## config.mk

```make
export PLATFORM = sky130hd
export DESIGN_NAME = msp_port
export DESIGN_NICKNAME = d
export VERILOG_FILES = /design/src/logic/msp_pkg.sv /design/src/logic/msp_if.sv /design/src/logic/msp_port.sv /design/src/logic/msp_regs.sv
export SDC_FILE = /design/constraint.sdc
export NUM_CORES = 2
export LEC_CHECK = 0
export BUFFER_PORTS_ARGS = -buffer_cell sky130_fd_sc_hd__buf_2
export CAP_MARGIN = 5
export CORE_MARGIN = 2
export CORE_UTILIZATION = 45
export CTS_BUF_LIST = sky130_fd_sc_hd__clkbuf_4
export CTS_CLUSTER_SIZE = 20
export DETAILED_ROUTE_END_ITERATION = 12
export SYNTH_ARGS = -nofsm -noshare
export SYNTH_HDL_FRONTEND = slang
export SYNTH_SLANG_ARGS = --single-unit
```

## constraint.sdc

```tcl
create_clock -name core_clk_in -period 3 [get_ports core_clk_in]
set_clock_uncertainty 0.2 [all_clocks]
set_input_delay 0.45 -clock core_clk_in [delete_from_list [all_inputs] [get_ports core_clk_in]]
set_output_delay 0.45 -clock core_clk_in [all_outputs]
set_load 0.05 [all_outputs]
```

## src/logic/msp_pkg.sv

```systemverilog
// Package with constants for the slave register port.
// Assumes a single host bus clock domain at 25 MHz.
package msp_pkg;
  localparam int          CLK_PERIOD_NS  = 40;
  localparam int          RST_PULSE_BCLK = 10;
  localparam int          IRQ_IDLE_BCLK  = 3;
  localparam int          READ_WAIT_CYC  = 2;
  localparam int          REG_ADDR_W     = 7;
  localparam int          DATA_W         = 32;
  localparam logic [1:0]  SIZE_LONG      = 2'h0;
  localparam logic [31:0] REG_RESET_VAL  = 32'h0000_0000;
  localparam logic [3:0]  STAT_IDX       = 4'h0;
  typedef enum logic [2:0] {MSP_IDLE, MSP_SAMPLE, MSP_WAIT, MSP_ACK, MSP_FOREIGN} msp_state_e;
endpackage : msp_pkg

```

## src/logic/msp_if.sv

```systemverilog
// Interface between the port controller and its register array.
// Assumes both ends share the host bus clock.
interface msp_reg_if;
  logic                                rd_en;
  logic                                wr_en;
  logic [msp_pkg::REG_ADDR_W-1:0]      addr;
  logic [msp_pkg::DATA_W-1:0]          wdata;
  logic [msp_pkg::DATA_W-1:0]          rdata;
  logic                                fault;
  modport ctrl (output rd_en, output wr_en, output addr, output wdata, input rdata, input fault);
  modport regs (input rd_en, input wr_en, input addr, input wdata, output rdata, output fault);
endinterface : msp_reg_if

```

## src/logic/msp_port.sv

```systemverilog
// Slave register port of the host bus, mode 1 style.
// Assumes host bus pins arrive asynchronously and pass two flip-flops.
//
// Contract
// RQ1 - Reset input held active for at least ten bus clocks.
// RQ2 - Interrupt output stays inactive three clocks after release before reasserting.
// RQ3 - Master presents direction, address and size before asserting address strobe.
// RQ4 - Chip select sampled on a rising edge after address strobe goes active.
// RQ5 - Burst acknowledge driven inactive during slave accesses.
// RQ6 - Reads insert exactly two wait cycles before driving data.
// RQ7 - Normal cycle ends with slave acknowledge; faults assert bus error instead.
// RQ8 - Synchronous termination is sampled on a rising clock edge.
// RQ9 - Strobe withdrawal releases acknowledge, bus error and read data.
// RQ10 - Every address strobe is matched by a synchronous termination.
// RQ11 - Target register chosen by lowest seven address bits.
// RQ12 - Without chip select, data, acknowledge and bus error stay undriven.
module msp_port (
  // Clock and reset.
  input  wire logic        core_clk_in,
  input  wire logic        rst_in,
  // Host bus inputs.
  input  wire logic        addr_strobe_n_in,
  input  wire logic        chip_sel_n_in,
  input  wire logic        rd_wr_n_in,
  input  wire logic [6:0]  addr_in,
  input  wire logic [1:0]  xfer_size_in,
  input  wire logic [31:0] data_in,
  input  wire logic        sync_termination_n_in,
  // Host bus outputs with enables, enable low while driving.
  output logic [31:0]      data_out,
  output logic             data_oe_n_out,
  output logic             slave_ack_n_out,
  output logic             slave_ack_oe_n_out,
  output logic             bus_fault_n_out,
  output logic             bus_fault_oe_n_out,
  output logic             burst_ack_n_out,
  output logic             burst_ack_oe_n_out,
  // Interrupt.
  input  wire logic        irq_req_in,
  output logic             irq_n_out,
  // Status.
  output logic             term_seen_out
);
  msp_reg_if rif ();
  msp_regs #(.NREGS(32)) u_regs (.clk_in(core_clk_in), .rst_in(rst_in), .bus(rif));

  // Two-stage synchronisers for all host bus pins.
  logic [44:0] s1_r;
  logic [44:0] s2_r;
  always_ff @(posedge core_clk_in) begin
    s1_r <= {addr_strobe_n_in, chip_sel_n_in, rd_wr_n_in, addr_in, xfer_size_in, data_in, sync_termination_n_in};
    s2_r <= s1_r;
  end
  logic        as_n;
  logic        cs_n;
  logic        rd;
  logic [6:0]  addr;
  logic [31:0] wdat;
  logic        term_n;
  assign as_n   = s2_r[44];
  assign cs_n   = s2_r[43];
  assign rd     = s2_r[42];
  assign addr   = s2_r[41:35];
  assign wdat   = s2_r[32:1];
  assign term_n = s2_r[0];

  msp_pkg::msp_state_e st_r, st_nxt;
  logic [1:0]  wait_r, wait_nxt;
  logic        rd_r, rd_nxt;
  logic [6:0]  addr_r, addr_nxt;
  logic [31:0] dout_r, dout_nxt;
  logic        ack_r, ack_nxt;
  logic        flt_r, flt_nxt;
  logic        term_r, term_nxt;

  assign rif.addr  = addr_r; // RQ11
  assign rif.wdata = wdat;
  assign rif.rd_en = (st_r == msp_pkg::MSP_WAIT) && rd_r;

  always_comb begin
    st_nxt      = st_r;
    wait_nxt    = wait_r;
    rd_nxt      = rd_r;
    addr_nxt    = addr_r;
    dout_nxt    = dout_r;
    ack_nxt     = ack_r;
    flt_nxt     = flt_r;
    term_nxt    = term_r;
    rif.wr_en   = 1'b0;
    case (st_r)
      msp_pkg::MSP_IDLE: begin
        if (!as_n) begin
          // Direction, address and size already stable before strobe.
          rd_nxt   = rd; // RQ3
          addr_nxt = addr;
          st_nxt   = msp_pkg::MSP_SAMPLE;
        end
      end
      msp_pkg::MSP_SAMPLE: begin
        // Chip select sampled on an edge after the strobe.
        if (as_n) begin
          st_nxt = msp_pkg::MSP_IDLE;
        end else if (!cs_n && !rd_r) begin // RQ4
          // Writes carry no wait state and close at once.
          rif.wr_en = 1'b1;
          ack_nxt   = !rif.fault; // RQ7
          flt_nxt   = rif.fault; // RQ7
          st_nxt    = msp_pkg::MSP_ACK;
        end else if (!cs_n) begin // RQ4
          wait_nxt = 2'h0;
          st_nxt   = msp_pkg::MSP_WAIT;
        end else begin
          st_nxt = msp_pkg::MSP_FOREIGN; // RQ12
        end
      end
      msp_pkg::MSP_WAIT: begin
        if (as_n) begin
          st_nxt = msp_pkg::MSP_IDLE;
        end else if (wait_r == 2'(msp_pkg::READ_WAIT_CYC - 1)) begin // RQ6
          dout_nxt  = rif.rdata;
          ack_nxt   = !rif.fault; // RQ7
          flt_nxt   = rif.fault; // RQ7
          st_nxt    = msp_pkg::MSP_ACK;
        end else begin
          wait_nxt = wait_r + 2'h1;
        end
      end
      msp_pkg::MSP_ACK: begin
        if (!term_n) begin
          term_nxt = 1'b1; // RQ8
        end
        if (as_n) begin
          ack_nxt = 1'b0; // RQ9
          flt_nxt = 1'b0;
          st_nxt  = msp_pkg::MSP_IDLE;
        end
      end
      default: begin
        if (as_n) begin
          st_nxt = msp_pkg::MSP_IDLE;
        end
      end
    endcase
    if (st_r == msp_pkg::MSP_IDLE && !as_n) begin
      term_nxt = 1'b0;
    end
  end

  always_ff @(posedge core_clk_in) begin
    if (rst_in) begin
      st_r   <= msp_pkg::MSP_IDLE;
      wait_r <= 2'h0;
      rd_r   <= 1'b0;
      addr_r <= 7'h00;
      dout_r <= 32'h0000_0000;
      ack_r  <= 1'b0;
      flt_r  <= 1'b0;
      term_r <= 1'b0;
    end else begin
      st_r   <= st_nxt;
      wait_r <= wait_nxt;
      rd_r   <= rd_nxt;
      addr_r <= addr_nxt;
      dout_r <= dout_nxt;
      ack_r  <= ack_nxt;
      flt_r  <= flt_nxt;
      term_r <= term_nxt;
    end
  end

  logic in_cycle;
  assign in_cycle           = (st_r == msp_pkg::MSP_WAIT) || (st_r == msp_pkg::MSP_ACK);
  assign data_out           = dout_r;
  assign data_oe_n_out      = !((st_r == msp_pkg::MSP_ACK) && rd_r); // RQ9
  assign slave_ack_n_out    = !ack_r;
  assign slave_ack_oe_n_out = !in_cycle; // RQ12
  assign bus_fault_n_out    = !flt_r;
  assign bus_fault_oe_n_out = !in_cycle;
  assign burst_ack_n_out    = 1'b1; // RQ5
  assign burst_ack_oe_n_out = !in_cycle;
  assign term_seen_out      = term_r;

  // Interrupt output with enforced idle time after release.
  logic       irq_r, irq_nxt;
  logic [1:0] idle_r, idle_nxt;
  always_comb begin
    irq_nxt  = irq_r;
    idle_nxt = idle_r;
    if (irq_r) begin
      if (!irq_req_in) begin
        irq_nxt  = 1'b0;
        idle_nxt = 2'(msp_pkg::IRQ_IDLE_BCLK);
      end
    end else if (idle_r != 2'h0) begin
      idle_nxt = idle_r - 2'h1; // RQ2
    end else if (irq_req_in) begin
      irq_nxt = 1'b1;
    end
  end
  always_ff @(posedge core_clk_in) begin
    if (rst_in) begin
      irq_r  <= 1'b0;
      idle_r <= 2'h0;
    end else begin
      irq_r  <= irq_nxt;
      idle_r <= idle_nxt;
    end
  end
  assign irq_n_out = !irq_r;

  a_irq_idle_gap: assert property (@(posedge core_clk_in) disable iff (rst_in)
    $fell(irq_r) |=> !irq_r [*3]) else $error("interrupt reasserted too soon"); // RQ2
  a_read_two_waits: assert property (@(posedge core_clk_in) disable iff (rst_in)
    (st_r == msp_pkg::MSP_SAMPLE && !cs_n && !as_n && rd_r) |=> (st_r == msp_pkg::MSP_WAIT) [*2] ##1
    (st_r == msp_pkg::MSP_ACK || as_n)) else $error("read wait count wrong"); // RQ6
  a_burst_inactive: assert property (@(posedge core_clk_in) disable iff (rst_in)
    !burst_ack_oe_n_out |-> burst_ack_n_out) else $error("burst ack driven active"); // RQ5
  a_ack_excl: assert property (@(posedge core_clk_in) disable iff (rst_in)
    !(ack_r && flt_r)) else $error("ack and fault together"); // RQ7
  a_release_strobe: assert property (@(posedge core_clk_in) disable iff (rst_in)
    (st_r == msp_pkg::MSP_ACK && as_n) |=> (slave_ack_oe_n_out && data_oe_n_out && !ack_r))
    else $error("not released after strobe"); // RQ9
  a_foreign_quiet: assert property (@(posedge core_clk_in) disable iff (rst_in)
    (st_r == msp_pkg::MSP_FOREIGN) |-> (slave_ack_oe_n_out && bus_fault_oe_n_out && data_oe_n_out))
    else $error("drove lines in foreign cycle"); // RQ12
  a_cs_sample: assert property (@(posedge core_clk_in) disable iff (rst_in)
    (st_r == msp_pkg::MSP_SAMPLE && !as_n && cs_n) |=> st_r == msp_pkg::MSP_FOREIGN)
    else $error("chip select ignored"); // RQ4
  a_term_sample: assert property (@(posedge core_clk_in) disable iff (rst_in)
    (st_r == msp_pkg::MSP_ACK && !term_n) |=> term_r) else $error("termination not captured"); // RQ8
endmodule : msp_port

```

## src/logic/msp_regs.sv

```systemverilog
// Register array reached through the slave port.
// Assumes addresses arrive already latched by the controller.
module msp_regs #(
  parameter int NREGS = 32
) (
  // Clock and reset.
  input  wire logic clk_in,
  input  wire logic rst_in,
  // Controller side.
  msp_reg_if.regs   bus
);
  logic [msp_pkg::DATA_W-1:0] mem_r [NREGS];
  logic [msp_pkg::DATA_W-1:0] mem_nxt [NREGS];
  logic [4:0]                 idx;

  assign idx = bus.addr[6:2];

  // Word index from the low seven address bits; beyond the array is a fault.
  assign bus.fault = (int'(idx) >= NREGS); // RQ11
  assign bus.rdata = bus.fault ? '0 : mem_r[idx];

  always_comb begin
    for (int i = 0; i < NREGS; i++) begin
      mem_nxt[i] = mem_r[i];
    end
    if (bus.wr_en && !bus.fault) begin
      mem_nxt[idx] = bus.wdata;
    end
  end

  always_ff @(posedge clk_in) begin
    for (int i = 0; i < NREGS; i++) begin
      mem_r[i] <= rst_in ? msp_pkg::REG_RESET_VAL : mem_nxt[i];
    end
  end
endmodule : msp_regs

```

Yosys cells after proc, flatten, opt, wreduce, memory -nomap -nowiden
Memory sizes are Yosys's and may differ from the RTL's. A register that Yosys moved wholly into a read port is not among the register bits.
Cells that the tools add are included.
{ "word_totals": {"memories": 1, "wordCells": 131, "ramBits": 1024, "in_bits": 48, "reg_bits": 109} }
{ "mem_list": {"columns": ["memory", "depth", "word_bits", "read_ports", "rd_clocked_by_memory_dff", "wr", "line_no", "source"], "rows": [
  ["u_regs.mem_r", 32, 32, 33, 1, 32, "msp_regs.sv:12", "logic [msp_pkg::DATA_W-1:0] mem_r [NREGS];"]
]} }
{ "classes": {"reduce_logical": 27, "mux": 70, "n_eq_ne": 15, "add_sub_neg": 2, "bitwise": 3, "n_lt_le_gt_ge": 2} }
{ "op_table": {"columns": ["cell", "n"], "rows": [
  ["32-bit 2-to-1 mux", 33],
  ["1024-bit bitwise mux", 1],
  ["1024-bit 2-to-1 mux", 1],
  ["32-bit demux with 5-bit select", 1],
  ["3-bit 2-to-1 mux", 7],
  ["2-bit inequality test (second input constant)", 9],
  ["2-bit 2-to-1 mux", 8],
  ["1-bit 2-to-1 mux", 15],
  ["6-bit AND reduction", 2],
  ["3-bit one-hot mux with 3 select lines", 1],
  ["1-bit logical NOT", 8],
  ["3-bit by 2-bit equality test with 1-bit output (second input constant)", 2],
  ["6-bit >= comparator (second input constant)", 1],
  ["6-bit by 1-bit less-than comparator with 1-bit output (second input constant)", 1],
  ["5-bit inverter with 6-bit output", 1],
  ["1-bit one-hot mux with 3 select lines", 2],
  ["2-bit AND reduction", 3],
  ["3-bit AND reduction", 2],
  ["2-bit nonzero test", 3],
  ["1-bit logical AND", 4],
  ["2-bit one-hot mux with 2 select lines", 1],
  ["4-bit nonzero test", 1],
  ["3-bit by 1-bit equality test with 1-bit output (second input constant)", 1],
  ["3-bit logical NOT", 1],
  ["9 further kinds", 10]
]} }

Depth between registers and ports, before layout
{ "depth": {"depth_word": 8, "mapped_depth": 9, "mapped_depth_nobuf": 7} }

Hierarchy
From an unflattened synthesis, not the netlist that was laid out.
{ "hier_totals": {"cells_unflattened": 5946, "hier_area_um2": 47242.8} }
{ "modules_own_cells": {"columns": ["module", "cells_per_inst", "n_inst", "area_per_inst_um2"], "rows": [
  ["msp_regs", 5610, 1, 43472.9],
  ["msp_port", 336, 1, 3769.9]
]} }

Worst setup path before layout
No wires, ideal clock.
{ "synth_timing": {"kind": "flip-flop to flip-flop", "from": "register addr_r[3]", "to": "register dout_r[13] (netlist: data_out[13]) (read register of u_regs.mem_r)", "path_stages_with_launch": 10, "arrival_ns": 2.061, "slack_ns": 0.600, "t_required_ns": 2.661, "path_buffers": 5, "setup_time_ns": 0.139, "path_cell_list": "dfxtp_1 -> buf_2 -> buf_2 -> buf_2 -> buf_2 -> buf_2 -> mux2i_1 -> o22ai_1 -> nor4_1 -> a41oi_1"} }
{ "synth_rtl": {"columns": ["item", "line_no", "source"], "rows": [
  ["start: declaration", "msp_port.sv:70", "logic [6:0] addr_r, addr_nxt;"],
  ["start signal: assignment", "msp_port.sv:163", "addr_r <= addr_nxt;"],
  ["end: declaration", "msp_port.sv:71", "logic [31:0] dout_r, dout_nxt;"]
]} }

==> impl_metrics.yaml <==
sta:
  clock.fmax_mhz: 349
  post-route-period-util: 0.956
  slew_violations: 0
  hold_ws_ns: 0.0503
  setup_violations: 0
  fin_ws_ns: 0.132
  fin_setup_tns_ns: 0
  max_slew.worst_pin.slew_ns: 0.883
  finalCriticalPeriod_ns: 2.87
  hold_viol_final: 0
  relSlewSlack: 0.410
critical_path:
  setup.worst_path.end_class: "flop"
  required_ns: 3.78
  crit_type: "reg2reg"
  path_max_fanout: 14
  cp.arrival_ns: 3.65
  worst_setup_path_start_kind: "flop"
synth:
  synthMuxAreaShare: 0.122
  yosys_most_used_dff: "dfxtp_1"
  post_synth.cell_area_avg_um2: 8.19
  synth_top_family_by_area: "simple AND/OR/NAND/NOR gates"
  synth_edf_count: 0
  synth_compound_area_frac: 0.144
  netlist_area_mm2: 0.0471
  synth_cell_types: 49
  synth-adder-area-share: 0.000531
  synthXorXnorAreaFrac: 0
  seq_area_frac_synth: 0.490
  yosys_warnings: 0
  async_reset_ff_frac: 0
  yosys.area_share.simple: 0.197
  syn-instance-count: 5751
  ys_ff_latch: 1154
routing:
  via_per_inst: 5.73
  ant_nets: 0
  drtPass1Iterations: 6
  dr.first_iter.drc_count: 5202
  avgRoutedWirePerCell_um: 23.4
  vias: 43600
  totalWireLength_um: 178000
  drc: 0
grt:
  grt_overflow: 0
  grt_pass1_vias: 41000
  grt_max_degree: 94
  grt_pass1_wl_um: 263000
  grt.total_usage: 0.326
  grt_antenna_before_repair: 12
cts:
  clk_pin_slew_ns: 0.06
  cts_htree_levels: 5
  insertion_delay_ns: 1.21
  post-cts-setup-buffer-count: 0
  cts_buffer_depth: 4
  clock_sinks: 1154
  clock_tree.root_cell: "clkbuf_4"
  cts_tree: "built"
  cts_buffers: 322
job:
  cap_violations: 0
power_and_ir_drop:
  finalPower_mw: 31.6
  ir_drop_v: 0.000317
  p_leak_nw: 18.1
  power.density_mw_per_mm2: 571
final_layout:
  num-nets-final: 6074
  final_layout_size_suffix_gt1_frac: 0.177
  fillers: 9916
  area.growth.synth_to_final_pct: 17.4
  fin_util: 0.534
min_path:
  hold_class: "reg2reg"
place:
  dpl.hpwl_um: 110000
  dp_slack_ns: 0.200
  port_buffers: 82
  place.gp.congestion: 0.873
floorplan:
  fp.dieW_um: 328
  start_util: 0.455
  io_pins: 89
  rows: 118
  coreArea_mm2: 0.104
  die_y_um: 328
  dieArea_mm2: 0.107
run_status:
  status: "finished clean"
-- timing repair --
action	CTS	global route
setup endpoints to repair	0	4
endpoints found under the hold margin	1112	0
hold buffers	88	0
gates resized for setup	0	2
-- layout by cell type, fill, tap and decap left out, types with 38 or more instances in the layout --
cell type and count:
dfxtp_1 1148, dlygate4sd3_1 88, mux4_2 114, buf_4 255, nor2_1 55, a21oi_1 1041, buf_12 57, o22ai_1 95
buf_2 81, clkinv_1 38, nand2_1 2104, mux2i_1 292, clkbuf_4 473
-- kinds of logic (layout without fill, tap and decap cells) --
kind of cell    after synthesis  after routing
simple gates               2351           2351
other cells                   1             10
flops                      1154           1154
compound gates             1272           1272
fa+ha+maj                     2              2
mux                         430            430
buf+inv                     541           1022
-- final cells by class --
type	instances	area, um2	share of cell area
timing repair buffer	482	4360	0.0788
clock inverter	60	403	0.00728
antenna	8	20.0	0.000362
sequential	1154	23100	0.418
multi-input combinational	4057	22100	0.400
clock buffer	473	3550	0.0642
inverter	7	26.3	0.000475
tap	1380	1730	0.0312
-- synthesized netlist by cell type (4+ instances only) --
master     number  area, um2
o22ai_1        95        594
a21boi_0        8       60.1
nor3b_1         4       30.0
nor2_1         76        285
mux4_2        114       2570
dfxtp_1      1154      23100
mux2i_1       292       2920
a41oi_1        19        166
and2_0          7       43.8
inv_1           7       26.3
a311oi_1       12        105
buf_2          81        405
buf_4          10       75.1
o21bai_1       19        143
a21oi_1      1041       5210
nor2_2          5       31.3
or3_1           5       31.3
o21ai_0        34        170
nor3_1         10       50.1
nand4bb_1       4       45.0
nand3_1        31        155
nor4_1         28        175
clkbuf_1      434       1630
or4_1           6       45.0
mux2_2         24        270
nor2b_1        10       62.6
a211oi_1       11       82.6
nand2b_1       12       75.1
a22oi_1        25        188
buf_1           9       33.8
nand4b_1        4       35.0
a221oi_1        6       52.6
nand2_1      2124       7970
-- report_power, final --
group | switching, mW | internal [mW] | leakage [nW]
Clock | 6.54 | 7.68 | 2.38
Combinational | 1.23 | 0.614 | 6.36
Sequential | 0.0930 | 15.4 | 9.33
Total | 7.87 | 23.7 | 18.1
-- worst max-delay path: stages, from the launching register on --
cell       delay [ns]
dfxtp_2          0.63
buf_4            0.28
nand4bb_1        0.42
buf_4            0.22
o22ai_1          0.11
nor4_1           0.59
a41oi_1          0.20
-- flip-flops by register name, indices dropped and copies added, names as in the netlist, 2 cells and up --
register and cells:
u_regs.mem_r 1024, s1_r 41, s2_r 41, data_out 32, addr_r 5, st_r 3, idle_r 2, wait_r 2
-- worst paths after layout --
check / start / slack [ns] / endpoint / cells past startpoint
max: addr_r[4] / 0.13 / data_out[31] / 6
min: s1_r[12] / 0.05 / s2_r[12] / 0
max reg2reg: addr_r[4] / 0.13 / data_out[31] / 6
min reg2reg: s1_r[12] / 0.05 / s2_r[12] / 0
-- per-layer routing --
layer,GRT usage,up-vias,routed length [um]
met1,0.439,20800,72400
met5,0,-,38
met2,0.496,2379,78400
met4,0.154,6,8060
met3,0.0744,492,19200
li1,-,20000,-
-- stage by stage --
stage	cell area [um2]	cells
4_1_cts	55300	7613
5_1_grt	55300	7618
6_report	55300	7621
3_3_place_gp	50500	6992
2_1_floorplan	47100	5752
3_5_place_dp	50500	6992
Note: power is estimated with default switching activity, not from simulation.
